## config.mk

```make
export PLATFORM = sky130hd
export DESIGN_NAME = dfl_fault_flags
export DESIGN_NICKNAME = d
export VERILOG_FILES = /design/src/verilog/dfl_pkg.sv /design/src/verilog/dfl_sticky_bits.sv /design/src/verilog/dfl_stall_watch.sv /design/src/verilog/dfl_fault_flags.sv
export SDC_FILE = /design/constraint.sdc
export NUM_CORES = 1
export LEC_CHECK = 0
export BUFFER_PORTS_ARGS = -buffer_cell sky130_fd_sc_hd__buf_4
export CORE_MARGIN = 2
export CORE_UTILIZATION = 43
export CTS_BUF_LIST = sky130_fd_sc_hd__clkbuf_8 sky130_fd_sc_hd__clkbuf_16
export CTS_CLUSTER_DIAMETER = 80
export DETAILED_ROUTE_END_ITERATION = 8
export PLACE_DENSITY = 0.83
export SETUP_SLACK_MARGIN = 0.5
export SYNTH_ARGS = -nofsm -noshare
export SYNTH_HDL_FRONTEND = slang
export SYNTH_SLANG_ARGS = --single-unit
```

## constraint.sdc

```tcl
create_clock -name mclk -period 1.4 [get_ports mclk]
set_input_delay 0.28 -clock mclk [delete_from_list [all_inputs] [get_ports mclk]]
set_output_delay 0.28 -clock mclk [all_outputs]
set_load 0.05 [all_outputs]
```

## src/verilog/dfl_pkg.sv

```systemverilog
// Constants shared by the drive error-flag logic.
package dfl_pkg;
  // Register select codes on the control bus.
  localparam logic [4:0] SEL_CONTROL = 5'h00;
  localparam logic [4:0] SEL_STATUS = 5'h01;
  localparam logic [4:0] SEL_FAULT_ONE = 5'h02;
  localparam logic [4:0] SEL_MAINT = 5'h03;
  localparam logic [4:0] SEL_ATTN_SUMMARY = 5'h04;
  // Select codes that exist in the whole drive, one bit per code.
  localparam logic [31:0] SEL_EXIST_MASK = 32'h0000_FFFF;
  // Select codes that are read only.
  localparam logic [31:0] SEL_READONLY_MASK = 32'h0000_00C2;

  // Control register fields.
  localparam int CTL_GO_BIT = 0;
  localparam int CTL_FN_LSB = 1;
  localparam int CTL_FN_W = 5;
  localparam logic [4:0] FN_DRIVE_CLEAR = 5'h04;
  // Implemented function codes, one bit per code.
  localparam logic [31:0] FN_IMPL_MASK = 32'h3C3F_FFDF;

  // Status register fields.
  localparam int STS_COMPOSITE_BIT = 14;
  localparam int STS_ATTENTION_BIT = 15;

  // Fault register bit positions.
  localparam int FB_ILLEGAL_FUNCTION = 0;
  localparam int FB_BAD_REGISTER_SELECT = 1;
  localparam int FB_WRITE_REFUSED = 2;
  localparam int FB_ODD_CHECK_FAULT = 3;
  localparam int FB_PACK_FORMAT_MISMATCH = 4;
  localparam int FB_WRITE_CLOCK_MISSING = 5;
  localparam int FB_UNCORRECTABLE_ECC = 6;
  localparam int FB_HEADER_MISMATCH = 7;
  localparam int FB_HEADER_CHECK_FAULT = 8;
  localparam int FB_ADDRESS_OVERFLOW = 9;
  localparam int FB_INVALID_TARGET = 10;
  localparam int FB_WRITE_PROTECT_VIOLATION = 11;
  localparam int FB_TIMING_FAILURE = 12;
  localparam int FB_OPERATION_TIMEOUT = 13;
  localparam int FB_HAZARD_CONDITION = 14;
  localparam int FB_READ_ECC_FAULT = 15;
  localparam logic [15:0] FAULT_RESET = 16'h0000;

  // Header word bit compared against the offset register.
  localparam int HDR_FORMAT_BIT = 12;

  // Addressing limits.
  localparam logic [4:0] MAX_SECTOR_20 = 5'd19;
  localparam logic [4:0] MAX_SECTOR_22 = 5'd21;
  localparam logic [9:0] MAX_CYLINDER = 10'h19A;
  localparam logic [4:0] MAX_TRACK = 5'd18;

  // Index pulses without progress before an operation is declared stalled.
  localparam int STALL_INDEX_COUNT = 3;
endpackage

```

## src/verilog/dfl_sticky_bits.sv

```systemverilog
// Sticky flag bits with clear priority, load and newly-set report.
module dfl_sticky_bits #(
  parameter int WIDTH = 16,
  parameter logic [WIDTH-1:0] RESET_VALUE = '0
) (
  // Clock and reset
  input wire logic mclk,
  input wire logic rst_n,
  // Control
  input wire logic [WIDTH-1:0] setBits,
  input wire logic clearAll,
  input wire logic load,
  input wire logic [WIDTH-1:0] loadValue,
  // State
  output logic [WIDTH-1:0] flags,
  output logic [WIDTH-1:0] rising
);
  logic [WIDTH-1:0] flags_reg;
  logic [WIDTH-1:0] flags_next;
  wire logic [WIDTH-1:0] baseValue = load ? loadValue : flags_reg;

  // A clear in the same cycle as an event wins, so a stale event cannot survive a drive clear.
  assign flags_next = clearAll ? RESET_VALUE : (baseValue | setBits);
  assign rising = flags_next & ~flags_reg;
  assign flags = flags_reg;

  always_ff @(posedge mclk or negedge rst_n) begin
    if (!rst_n) begin
      flags_reg <= RESET_VALUE;
    end else begin
      flags_reg <= flags_next;
    end
  end
endmodule

```

## src/verilog/dfl_stall_watch.sv

```systemverilog
// Counts index pulses while an operation makes no progress.
module dfl_stall_watch #(
  parameter int LIMIT = dfl_pkg::STALL_INDEX_COUNT
) (
  // Clock and reset
  input wire logic mclk,
  input wire logic rst_n,
  // Operation tracking
  input wire logic arm,
  input wire logic progress,
  input wire logic abandon,
  input wire logic positioning,
  input wire logic indexPulse,
  // Result
  output logic expired
);
  localparam int CW = $clog2(LIMIT + 1);
  localparam logic [CW-1:0] LIMIT_C = CW'(LIMIT);
  localparam logic [CW-1:0] ONE_C = CW'(1);

  generate
    if (LIMIT < 1) begin : gBad
      $error("dfl_stall_watch: LIMIT must be at least one");
    end
  endgenerate

  logic armed_reg;
  logic [CW-1:0] count_reg;
  logic expired_reg;
  // Only index pulses seen while the heads stand still are counted.
  wire logic countNow = armed_reg && indexPulse && !positioning;
  wire logic hitLimit = countNow && (count_reg + ONE_C == LIMIT_C);
  wire logic stopNow = progress || abandon || hitLimit;

  assign expired = expired_reg;

  always_ff @(posedge mclk or negedge rst_n) begin
    if (!rst_n) begin
      armed_reg <= 1'b0;
      count_reg <= '0;
      expired_reg <= 1'b0;
    end else begin
      expired_reg <= hitLimit && !progress && !abandon;
      if (stopNow) begin
        armed_reg <= 1'b0;
        count_reg <= '0;
      end else if (arm) begin
        armed_reg <= 1'b1;
        count_reg <= '0;
      end else if (countNow) begin
        count_reg <= count_reg + ONE_C;
      end
    end
  end
endmodule

```

## src/verilog/dfl_fault_flags.sv

```systemverilog
// Drive error register, attention flag and exception handling.
// What this block does
// - Drive clear, attention summary one-write or bus init clears attention.
// - Switching out of the neutral selection position raises no attention.
// - Fault register is writable; any bit rising sets composite error.
// - Unimplemented function code written to control sets bit 0.
// - Nonexistent register select sets bit 1; read-only writes ignored silently.
// - Writes during an operation except maintenance/summary refused, set bit 2.
// - Write data parity fault sets bit 3 and exception; data still accepted.
// - At end-of-block fall, run high continues, run low terminates with attention.
// - Exception released at trailing edge of end-of-block pulse.
// - Control bus parity fault during register write sets parity bit.
// - Header format bit mismatch sets bit 4, aborts except read header.
// - Missing write clock during write sets bit 5 and aborts.
// - Uncorrectable result of correction sets bit 6.
// - Header address mismatch bit 7, check fault bit 8; block transfer except read header.
// - Run still high after last sector sets bit 9 and terminates.
// - Invalid seek target sets bit 10 and rejects operation.
// - Write command under write protection sets bit 11.
// - Timing failure or early sector pulse sets bit 12, aborts at once.
// - No progress within three index pulses sets bit 13, clears go.
// - Hazard condition sets bit 14; persists while condition remains.
// - Read ECC failure sets bit 15, starts correction unless disabled.
// - Drive clear or bus init clears the fault bits.
// - Any fault bit rising sets attention, deferred during data transfer.
// - Exception asserted at correction completion, held through end-of-block.
module dfl_fault_flags #(
  parameter int DRIVE_UNIT = 0,
  parameter logic [31:0] FN_IMPL = dfl_pkg::FN_IMPL_MASK,
  parameter logic [9:0] MAX_CYL = dfl_pkg::MAX_CYLINDER,
  parameter logic [4:0] MAX_TRK = dfl_pkg::MAX_TRACK
) (
  // Clock and reset
  input wire logic mclk,
  input wire logic rst_n,
  // Control bus register access
  input wire logic busInit,
  input wire logic [4:0] regSel,
  input wire logic regWrite,
  input wire logic regRead,
  input wire logic [15:0] wrData,
  input wire logic ctlParity,
  output logic [15:0] rdData,
  output logic rdValid,
  // Drive state
  input wire logic operationActive,
  input wire logic transferActive,
  input wire logic writeActive,
  input wire logic readActive,
  input wire logic positioning,
  input wire logic writeProtect,
  input wire logic readHeaderAndData,
  input wire logic format16,
  input wire logic eccCorrectionDisable,
  input wire logic runLine,
  // Fault and progress events
  input wire logic writeCommandIssued,
  input wire logic dataParityFault,
  input wire logic endOfBlockPulse,
  input wire logic headerVerify,
  input wire logic headerFormatBit,
  input wire logic offsetFormatBit,
  input wire logic headerAddrMismatch,
  input wire logic headerCheckFault,
  input wire logic writeClockMissing,
  input wire logic eccUncorrectable,
  input wire logic eccCheckFail,
  input wire logic eccCorrectionDone,
  input wire logic lastSectorDone,
  input wire logic seekStart,
  input wire logic [9:0] targetCylinder,
  input wire logic [4:0] targetTrack,
  input wire logic [4:0] targetSector,
  input wire logic timingFault,
  input wire logic sectorPulseRise,
  input wire logic dataInFlight,
  input wire logic searchStart,
  input wire logic searchProgress,
  input wire logic indexPulse,
  input wire logic hazardCondition,
  input wire logic positionDone,
  input wire logic startupDone,
  input wire logic availabilityNotice,
  input wire logic switchedFromNeutral,
  // Outputs to the drive and the controller
  output logic attentionLine,
  output logic exceptionLine,
  output logic compositeError,
  output logic [15:0] faultFlags,
  output logic abortCommand,
  output logic terminateCommand,
  output logic rejectOperation,
  output logic clearGo,
  output logic transferBlocked,
  output logic eccCorrectStart,
  output logic sectorContinue
);
  generate
    if (DRIVE_UNIT < 0 || DRIVE_UNIT > 7) begin : gBadUnit
      $error("dfl_fault_flags: DRIVE_UNIT must lie in 0 to 7");
    end
    // Without the drive clear code only bus init or a fault register write could clear the fault bits.
    if (!FN_IMPL[dfl_pkg::FN_DRIVE_CLEAR]) begin : gNoClear
      $error("dfl_fault_flags: FN_IMPL must include the drive clear code");
    end
  endgenerate

  // Register decode.
  wire logic selControl = regSel == dfl_pkg::SEL_CONTROL;
  wire logic selStatus = regSel == dfl_pkg::SEL_STATUS;
  wire logic selFault = regSel == dfl_pkg::SEL_FAULT_ONE;
  wire logic selMaint = regSel == dfl_pkg::SEL_MAINT;
  wire logic selSummary = regSel == dfl_pkg::SEL_ATTN_SUMMARY;
  wire logic selExists = dfl_pkg::SEL_EXIST_MASK[regSel];
  wire logic selReadOnly = dfl_pkg::SEL_READONLY_MASK[regSel];
  wire logic anyAccess = regWrite || regRead;

  // Odd parity across data and parity bit; an even count is a fault.
  wire logic ctlParityBad = regWrite && !(^{wrData, ctlParity});
  wire logic badSelect = anyAccess && !selExists;
  // Only maintenance and summary writes pass while a command runs.
  // A read-only write stays silent even while a command runs.
  wire logic refusedWrite = regWrite && selExists && operationActive
                            && !selMaint && !selSummary && !selReadOnly;
  // Read-only writes are dropped without any flag.
  wire logic writeOk = regWrite && selExists && !selReadOnly
                       && !refusedWrite && !ctlParityBad;

  // Control register command decode.
  wire logic [4:0] fnCode = wrData[dfl_pkg::CTL_FN_LSB +: dfl_pkg::CTL_FN_W];
  wire logic ctlWrite = writeOk && selControl;
  wire logic fnIllegal = ctlWrite && !FN_IMPL[fnCode];
  wire logic driveClear = ctlWrite && wrData[dfl_pkg::CTL_GO_BIT]
                          && (fnCode == dfl_pkg::FN_DRIVE_CLEAR) && !fnIllegal;
  wire logic clearFlags = driveClear || busInit;
  wire logic summaryClear = writeOk && selSummary && wrData[DRIVE_UNIT];

  // Seek target check, sector limit follows the pack format.
  wire logic [4:0] sectorLimit = format16 ? dfl_pkg::MAX_SECTOR_22 : dfl_pkg::MAX_SECTOR_20;
  wire logic targetBad = (targetSector > sectorLimit) || (targetCylinder > MAX_CYL)
                         || (targetTrack > MAX_TRK);
  wire logic invalidTarget = seekStart && targetBad;

  // Fault conditions from the drive.
  wire logic writeParity = dataParityFault && writeActive;
  wire logic formatMismatch = headerVerify && (headerFormatBit != offsetFormatBit);
  wire logic clockMissing = writeClockMissing && writeActive;
  wire logic overflow = lastSectorDone && runLine;
  wire logic protectHit = writeCommandIssued && writeProtect;
  wire logic timingHit = timingFault || (sectorPulseRise && dataInFlight);
  wire logic readEccHit = eccCheckFail && readActive;
  wire logic stallHit;

  wire logic [15:0] faultSet;
  wire logic [15:0] faultRising;
  wire logic [15:0] faultValue;
  wire logic faultLoad = writeOk && selFault;

  assign faultSet[dfl_pkg::FB_ILLEGAL_FUNCTION] = fnIllegal;
  assign faultSet[dfl_pkg::FB_BAD_REGISTER_SELECT] = badSelect;
  assign faultSet[dfl_pkg::FB_WRITE_REFUSED] = refusedWrite;
  assign faultSet[dfl_pkg::FB_ODD_CHECK_FAULT] = writeParity || ctlParityBad;
  assign faultSet[dfl_pkg::FB_PACK_FORMAT_MISMATCH] = formatMismatch;
  assign faultSet[dfl_pkg::FB_WRITE_CLOCK_MISSING] = clockMissing;
  assign faultSet[dfl_pkg::FB_UNCORRECTABLE_ECC] = eccUncorrectable;
  assign faultSet[dfl_pkg::FB_HEADER_MISMATCH] = headerAddrMismatch;
  assign faultSet[dfl_pkg::FB_HEADER_CHECK_FAULT] = headerCheckFault;
  assign faultSet[dfl_pkg::FB_ADDRESS_OVERFLOW] = overflow;
  assign faultSet[dfl_pkg::FB_INVALID_TARGET] = invalidTarget;
  assign faultSet[dfl_pkg::FB_WRITE_PROTECT_VIOLATION] = protectHit;
  assign faultSet[dfl_pkg::FB_TIMING_FAILURE] = timingHit;
  assign faultSet[dfl_pkg::FB_OPERATION_TIMEOUT] = stallHit;
  // A level, not a pulse: while the hazard remains, the bit sets again in the cycle after a drive clear.
  assign faultSet[dfl_pkg::FB_HAZARD_CONDITION] = hazardCondition;
  assign faultSet[dfl_pkg::FB_READ_ECC_FAULT] = readEccHit;

  dfl_sticky_bits #(
    .WIDTH(16),
    .RESET_VALUE(dfl_pkg::FAULT_RESET)
  ) uFault (
    .mclk(mclk),
    .rst_n(rst_n),
    .setBits(faultSet),
    .clearAll(clearFlags),
    .load(faultLoad),
    .loadValue(wrData),
    .flags(faultValue),
    .rising(faultRising)
  );

  dfl_stall_watch #(
    .LIMIT(dfl_pkg::STALL_INDEX_COUNT)
  ) uStall (
    .mclk(mclk),
    .rst_n(rst_n),
    .arm(searchStart),
    .progress(searchProgress),
    .abandon(clearFlags),
    .positioning(positioning),
    .indexPulse(indexPulse),
    .expired(stallHit)
  );

  // End-of-block trailing edge detection.
  logic eobPrev_reg;
  logic xferPrev_reg;
  wire logic eobFall = eobPrev_reg && !endOfBlockPulse;
  wire logic xferEnd = xferPrev_reg && !transferActive;

  // Parity fault follow-up and attention bookkeeping.
  logic parPending_reg;
  logic parPending_next;
  logic attnDeferred_reg;
  logic attnDeferred_next;
  wire logic anyRise = |faultRising;
  wire logic parTerminate = parPending_reg && eobFall && !runLine;
  wire logic parContinue = parPending_reg && eobFall && runLine;
  // Errors during a transfer wait for its end before raising attention.
  wire logic attnNow = (anyRise && !transferActive) || (xferEnd && attnDeferred_reg)
                       || parTerminate;
  // Availability seen right after leaving the neutral position is not announced.
  wire logic otherAttn = positionDone || startupDone
                         || (availabilityNotice && !switchedFromNeutral);
  wire logic attnClear = driveClear || summaryClear || busInit;

  always_comb begin
    parPending_next = parPending_reg;
    if (clearFlags || eobFall) begin
      parPending_next = 1'b0;
    end
    if (writeParity && !clearFlags) begin
      parPending_next = 1'b1;
    end
  end

  always_comb begin
    attnDeferred_next = attnDeferred_reg;
    if (attnClear || xferEnd) begin
      attnDeferred_next = 1'b0;
    end
    if ((anyRise || parContinue) && transferActive && !attnClear) begin
      attnDeferred_next = 1'b1;
    end
  end

  // Attention, exception and composite error flags.
  logic attention_reg;
  logic attention_next;
  logic exception_reg;
  logic exception_next;
  logic composite_reg;
  logic composite_next;

  assign attention_next = attnClear ? 1'b0 : (attention_reg || attnNow || otherAttn);
  // The trailing edge of end-of-block releases the line in both outcomes.
  assign exception_next = (eobFall || clearFlags) ? 1'b0
                          : (exception_reg || writeParity || eccCorrectionDone);
  assign composite_next = clearFlags ? 1'b0 : (composite_reg || anyRise);

  // Command actions.
  wire logic abortNow = (formatMismatch && !readHeaderAndData) || clockMissing
                        || timingHit;
  wire logic terminateNow = overflow || parTerminate;
  wire logic blockNow = (faultValue[dfl_pkg::FB_HEADER_MISMATCH]
                        || faultValue[dfl_pkg::FB_HEADER_CHECK_FAULT])
                        && !readHeaderAndData;
  wire logic continueNow = eobFall && runLine;
  wire logic correctNow = readEccHit && !eccCorrectionDisable;

  // Read data mux.
  wire logic [15:0] statusWord = {attention_reg, composite_reg, 14'h0000};
  wire logic [15:0] summaryWord = 16'(attention_reg) << DRIVE_UNIT;
  wire logic [15:0] readWord = selFault ? faultValue
                             : selStatus ? statusWord
                             : selSummary ? summaryWord
                             : 16'h0000;

  always_ff @(posedge mclk or negedge rst_n) begin
    if (!rst_n) begin
      eobPrev_reg <= 1'b0;
      xferPrev_reg <= 1'b0;
      parPending_reg <= 1'b0;
      attnDeferred_reg <= 1'b0;
    end else begin
      eobPrev_reg <= endOfBlockPulse;
      xferPrev_reg <= transferActive;
      parPending_reg <= parPending_next;
      attnDeferred_reg <= attnDeferred_next;
    end
  end

  always_ff @(posedge mclk or negedge rst_n) begin
    if (!rst_n) begin
      attention_reg <= 1'b0;
      exception_reg <= 1'b0;
      composite_reg <= 1'b0;
    end else begin
      attention_reg <= attention_next;
      exception_reg <= exception_next;
      composite_reg <= composite_next;
    end
  end

  always_ff @(posedge mclk or negedge rst_n) begin
    if (!rst_n) begin
      abortCommand <= 1'b0;
      terminateCommand <= 1'b0;
      rejectOperation <= 1'b0;
      clearGo <= 1'b0;
      transferBlocked <= 1'b0;
      eccCorrectStart <= 1'b0;
      sectorContinue <= 1'b0;
    end else begin
      abortCommand <= abortNow;
      terminateCommand <= terminateNow;
      rejectOperation <= invalidTarget;
      clearGo <= stallHit;
      transferBlocked <= blockNow;
      eccCorrectStart <= correctNow;
      sectorContinue <= continueNow;
    end
  end

  always_ff @(posedge mclk or negedge rst_n) begin
    if (!rst_n) begin
      rdData <= 16'h0000;
      rdValid <= 1'b0;
    end else begin
      rdValid <= regRead && selExists;
      if (regRead) begin
        rdData <= readWord;
      end
    end
  end

  assign attentionLine = attention_reg;
  assign exceptionLine = exception_reg;
  assign compositeError = composite_reg;
  assign faultFlags = faultValue;
endmodule

```

==> flow_metrics.tcl, run 1 <==
set metrics [dict create \
    holdWs_ns -0.128 \
    area_growth_pct 97.6 \
    ys.warnings.count 0 \
    stdcell_area_um2 5680 \
    numCtsBuffers 5 \
    cts_tree "yes" \
    ios 125 \
    diodes 0 \
    instances_no_fill 602 \
    grt_remaining_overflow 0 \
    crit_arrival_ns 2.38 \
    drcViolationCount 6 \
    tns_ns -17.20 \
    cts-root-buf "clkbuf_8" \
    clkTransAtPathRegs_ns 0.10 \
    syn_area_per_cell_um2 9.52 \
    period_needed_ns 2.16 \
    critPathKind "primary input to flip-flop" \
    antenna_left 0 \
    viasPerCell 6.04 \
    hold_path_class "primary input to asynchronous set/reset pin" \
    slowest_stage "xnor3_2" \
    floorplan.initialDensity 0.448 \
    dieArea_um2 7360 \
    critPathMaxStageDelay_ns 0.47 \
    syn_area_um2 2880 \
    relSlewSlack 0.670 \
    grt_antenna_before_repair 0 \
    grt_pass1_vias 3669 \
    rsz0062_at_grt "yes" \
    start_kind "primary input" \
    grt_pass1_wl_um 18100 \
    required_ns 1.62 \
    core_um2 6420 \
    cp_top_family "XOR/XNOR gates" \
    drive_gt1_frac 0.625 \
    vdd_drop_max_v 0.000619 \
    setup_slack_ns -0.762 \
    drt-initial-drc-count 298 \
    grtUsageTotal 0.321 \
    dp_slack_ns -1.16 \
    ys_seq_area_frac 0.444 \
    worstPathMaxFanout 11 \
    finalSetupViolations 26 \
    ys_seq_elements 51 \
    dr_total_vias 3634 \
    end_kind "flip-flop" \
    clk_latency_ns 0.32 \
    hold_viol 26 \
    maxSlewViolCount 0 \
    clockBufferDepth 2 \
    clock_skew_ns 0.00763 \
    first_pass_iters 8 \
    period_share 1.54 \
    wirelength_um 14200 \
    violations "DRC, hold timing, setup timing" \
    finalPower_mw 4.40 \
    outcome "complete, but fails checks" \
    place_congestion 0.908 \
    wl_per_cell_um 23.6 \
    synth-async-reset-ratio 1.00 \
    syn_nets 391 \
    die_w_um 85.8 \
    ys_types 51 \
    fin_util 0.885 \
    worst-path-buf-inv 3 \
    nets 613 \
    rows 29 \
    syn-instance-count 302 \
    htreeDepth 2 \
    portBuffers 124 \
    dpl.hpwl_um 7520 \
    fmax_mhz 462 \
    dpl_cell_area_um2 4580 \
    cts_sinks 51 \
    synth-edff-count 0 \
    tightest_slew_ns 0.483 \
    cp_cell_sequence "buf_8 -> inv_8 -> ha_4 -> xnor2_4 -> xnor2_2 -> xnor3_2 -> and3b_2 -> a31o_4 -> buf_12 -> a31oi_1" \
    fp.dieH_um 85.8 \
    grt_max_degree 34 \
    leakage_nw 2.58 \
    place_inst 566 \
    power.density_nw_per_um2 774 \
    dominantRegCellSynth "dfrtp_1" \
    drv_cap 0 \
]
-- per-layer routing --
layer	global-route usage	vias up	part of all wire
met5	0	-	0
met4	0.162	0	0.057
met3	0.0780	68	0.077
met2	0.565	241	0.51
met1	0.363	1796	0.36
li1	-	1529	-
-- logic make-up after synthesis --
kind of cell,share of synthesized area
flip-flops,0.444
AO/OA/AOI/OAI,0.196
buffers and inverters,0.0722
multiplexers,0.0487
XOR/XNOR,0.0539
adder cells (fa/ha/maj),0.0304
AND/OR/NAND/NOR,0.155
-- placed cells by master, fill, tap and decap left out, drive strengths merged, types with 2 or more instances in the layout --
master,synthesis,final
a211oi,5,5
mux2i,14,14
nand3,17,17
a21oi,26,26
a31oi,3,3
nor3,8,8
nor4,3,3
clkinv,0,2
ha,7,7
nor2b,5,5
o311ai,2,2
o22ai,10,10
a2111oi,6,6
xor2,2,2
a22oi,2,2
inv,38,38
a31o,2,2
and2,3,3
o21ai,18,18
a211o,2,2
nand4b,3,3
nand2b,5,5
clkbuf,5,5
o211ai,2,2
a21o,2,2
and3b,3,3
nand2,13,13
xnor3,3,3
o21a,2,2
nor2,16,16
dfrtp,51,51
xnor2,7,7
buf,6,226
-- worst paths after layout --
path / cells after the start / to / slack [ns] / start
setup / recovery: 10 / uFault.flags[10] / -0.76 / wrData[1]
hold / removal: 1 / uFault.flags[10] / -0.13 / rst_n
setup reg to reg: 8 / attnDeferred_reg / -0.64 / uStall.expired
hold reg to reg: 0 / clearGo / 0.42 / uStall.expired
max in group asynchronous: 2 / rdValid / 1.03 / rst_n
min in group mclk: 1 / eobPrev_reg / 0.09 / endOfBlockPulse
-- worst register-to-register path: stages (launching register included) --
cell and delay [ns]:
dfrtp_1 0.41, inv_1 0.14, o221ai_1 0.17, a2111oi_2 0.31, buf_4 0.19, o211ai_1 0.13, a211oi_1 0.32, buf_4 0.21
a211oi_2 0.07
-- cells in the mapped netlist (3+ instances only) --
library cell	count	area, um2
dfrtp_1	51	1280
nor3_1	6	30.0
o22ai_1	10	62.6
a21oi_1	26	130
ha_1	7	87.6
nand4b_1	3	26.3
clkbuf_1	5	18.8
nand2_1	13	48.8
a31oi_1	3	18.8
nor2b_1	5	31.3
nand3_1	17	85.1
o21ai_0	18	90.1
mux2i_1	14	140
inv_1	38	143
a211oi_1	5	37.5
xnor2_1	6	52.6
and2_1	3	18.8
nor2_1	15	56.3
nand2b_1	5	31.3
nor4_1	3	18.8
a2111oi_0	6	52.6
and3b_1	3	26.3
-- where the power goes --
part	internal [mW]	switching (mW)	total [mW]
Combinational	0.929	0.959	1.89
Clock	0.344	0.550	0.895
Sequential	1.55	0.0710	1.62
-- what timing repair did --
action | in CTS | in global routing
endpoints found under the setup margin | 87 | 87
resized for setup | 133 | 48
hold endpoints to repair | 26 | 26
gates cloned | 1 | 0
pin swaps | 15 | 12
buffers inserted | 15 | 12
-- cell type report --
class	count	area [um2]
Multi-Input combinational cell	202	1900
Tap cell	77	96.3
Clock inverter	3	16.3
Timing Repair Buffer	226	2140
Inverter	38	163
Sequential cell	51	1300
Fill cell	287	739
Clock buffer	5	68.8
(Power assumes the default switching activity.)
==> run 2: changes to the inputs <==
--- a/config.mk
+++ b/config.mk
@@ -6,13 +6,15 @@
 export NUM_CORES = 1
 export LEC_CHECK = 0
 export BUFFER_PORTS_ARGS = -buffer_cell sky130_fd_sc_hd__buf_4
+export CAP_MARGIN = 20
 export CORE_MARGIN = 2
 export CORE_UTILIZATION = 43
 export CTS_BUF_LIST = sky130_fd_sc_hd__clkbuf_8 sky130_fd_sc_hd__clkbuf_16
 export CTS_CLUSTER_DIAMETER = 80
 export DETAILED_ROUTE_END_ITERATION = 8
+export GPL_TIMING_DRIVEN = 0
 export PLACE_DENSITY = 0.83
-export SETUP_SLACK_MARGIN = 0.5
+export SETUP_SLACK_MARGIN = 0.02
 export SYNTH_ARGS = -nofsm -noshare
 export SYNTH_HDL_FRONTEND = slang
 export SYNTH_SLANG_ARGS = --single-unit
==> run 2 against run 1 <==
Net effect: the flow finishes with violations (DRC, setup timing); cell count fell by 13%; global-route usage fell by 6.2 points; clock skew fell by 0.0014 ns; worst hold slack improved by 0.13 ns; sequential cell count did not move; setup slack improved by 0.050 ns; sequential power barely moved; die area did not move; count of clock-buffer cells in the layout did not move; critical path depth fell by 4; total power fell by 9.2%; utilization fell by 20 points; critical path type is now flip-flop to flip-flop; largest power group is now sequential cells.
==> flow_metrics.tcl, run 2 (synthesis gave the netlist of run 1 again) <==
set metrics [dict create \
    grt_max_degree 52 \
    worst-path-buf-inv 0 \
    drv_cap 0 \
    drive_gt1_frac 0.432 \
    mostFrequentLayoutCells "buf_4, dfrtp_1, inv_1" \
    rsz0062_at_grt "yes" \
    maxSlewViolCount 0 \
    grt_pass1_wl_um 15000 \
    grt_antenna_before_repair 0 \
    clk_latency_ns 0.30 \
    dpl.hpwl_um 6730 \
    crit_arrival_ns 2.29 \
    finalPower_mw 4.00 \
    drcViolationCount 7 \
    antenna_left 0 \
    clock_skew_ns 0.00621 \
    intPower_mw 2.68 \
    period_share 1.51 \
    fmax_mhz 473 \
    place_congestion 0.947 \
    r2r_slack_ns -0.71 \
    cts-root-buf "clkbuf_8" \
    wl_per_cell_um 18.1 \
    viasPerCell 5.70 \
    clockBufferDepth 2 \
    worstPathMaxFanout 6 \
    setup_slack_ns -0.713 \
    wirelength_um 9420 \
    start_kind "flip-flop" \
    combinationalPowerShare 0.345 \
    fp.dieH_um 85.8 \
    ios 125 \
    reg2reg_depth 6 \
    drt-initial-drc-count 161 \
    finalSetupViolations 25 \
    switching_share 0.330 \
    cts_sinks 51 \
    end_kind "flip-flop" \
    hold_path_class "primary input to asynchronous set/reset pin" \
    grt_remaining_overflow 0 \
    grt_pass1_vias 3099 \
    floorplan.initialDensity 0.448 \
    seqPwrFrac 0.405 \
    tightest_slew_ns 0.649 \
    required_ns 1.57 \
    portBuffers 122 \
    slowest_stage "a2111oi_0" \
    violations "DRC, setup timing" \
    die_w_um 85.8 \
    tns_ns -16.87 \
    diodes 0 \
    grtUsageTotal 0.259 \
    layout_commonest_cell "buf_4" \
    numCtsBuffers 5 \
    area_growth_pct 53.6 \
    power.switching_mw 1.32 \
    power.density_nw_per_um2 904 \
    r2r-start "uFault.flags[7]" \
    clkPwrFrac 0.249 \
    critPathMaxStageDelay_ns 0.51 \
    leakage_nw 2.04 \
    hold_viol 0 \
    stdcell_area_um2 4420 \
    core_um2 6420 \
    cp_cell_sequence "nand2b_1 -> o221ai_1 -> a2111oi_0 -> o211ai_1 -> a211oi_2 -> a211oi_1" \
    relSlewSlack 0.567 \
    period_needed_ns 2.11 \
    cp_top_family "compound AO/OA/AOI/OAI gates" \
    first_pass_iters 9 \
    dieArea_um2 7360 \
    nets 533 \
    regToRegEndpoint "attnDeferred_reg" \
    cts_tree "yes" \
    htreeDepth 2 \
    clkTransAtPathRegs_ns 0.09 \
    dr_total_vias 2968 \
    vdd_drop_max_v 0.000677 \
    critPathKind "flip-flop to flip-flop" \
    outcome "complete, but fails checks" \
    rows 29 \
    dpl_cell_area_um2 3920 \
]
-- run 2: cell types whose count changed in the layout (fill, tap and decap cells not counted), moves of 6 or more --
| cell | before | now |
|---|---|---|
| a21oi_1 | 17 | 10 |
| a21oi_2 | 9 | 15 |
| buf_4 | 143 | 130 |
| buf_6 | 57 | 7 |
| buf_8 | 21 | 2 |
| dfrtp_1 | 35 | 51 |
| dfrtp_2 | 16 | 0 |
| mux2i_1 | 8 | 14 |
| nand3_1 | 3 | 17 |
| nand3_2 | 9 | 0 |
| o21ai_0 | 5 | 18 |
| o21ai_1 | 9 | 0 |
-- run 2: worst max path at each step --
stage,start,end,cells past startpoint
detailed placement,wrData[11],uFault.flags[10],9
global route,uFault.flags[7],attnDeferred_reg,6
CTS,wrData[2],uFault.flags[2],10
finish,uFault.flags[7],attnDeferred_reg,6
global placement,wrData[11],uFault.flags[10],9
floorplan,wrData[11],attentionLine,7
-- run 2: routing by layer --
metal,up-vias,track usage,part of all wire
met5,-,0,0
met1,1430,0.326,0.39
met4,0,0.0895,0.018
met2,155,0.445,0.51
met3,18,0.0529,0.083
li1,1365,-,-
-- run 2: layout make-up --
cell class / count / area, um2
Fill cell: 500 / 2000
Multi-Input combinational cell: 202 / 1660
Sequential cell: 51 / 1280
Timing Repair Buffer: 136 / 1070
Inverter: 38 / 153
Tap cell: 77 / 96.3
Clock buffer: 5 / 68.8
Buffer: 10 / 68.8
Clock inverter: 2 / 33.8
-- run 2: power by group through the flow --
stage	logic, mW	clock network [mW]	registers (mW)
after floorplan	0.414	0	1.83
after global placement	1.05	0	1.64
after detailed placement	1.06	0	1.64
after CTS	1.30	1.01	1.62
after global routing	1.46	1.07	1.63
final	1.38	0.997	1.62
-- run 2: repair_timing --
item / in CTS / in global routing
setup buffers: 10 / 2
endpoints found under the setup margin: 25 / 35
pin swaps: 14 / 2
hold buffers: 0 / 0
resized for setup: 48 / 10
cloned: 2 / 0
-- run 2: stage by stage --
step	util	worst slack, ns	std cells	hold WS [ns]
3_3_place_gp	0.611	-1.05	501	0.341
4_1_cts	0.676	-0.669	519	0.0257
2_1_floorplan	-	-0.761	302	-0.0156
5_1_grt	0.688	-0.839	521	0.0515
6_report	0.688	-0.713	521	0.000301
3_5_place_dp	0.611	-1.07	501	0.359
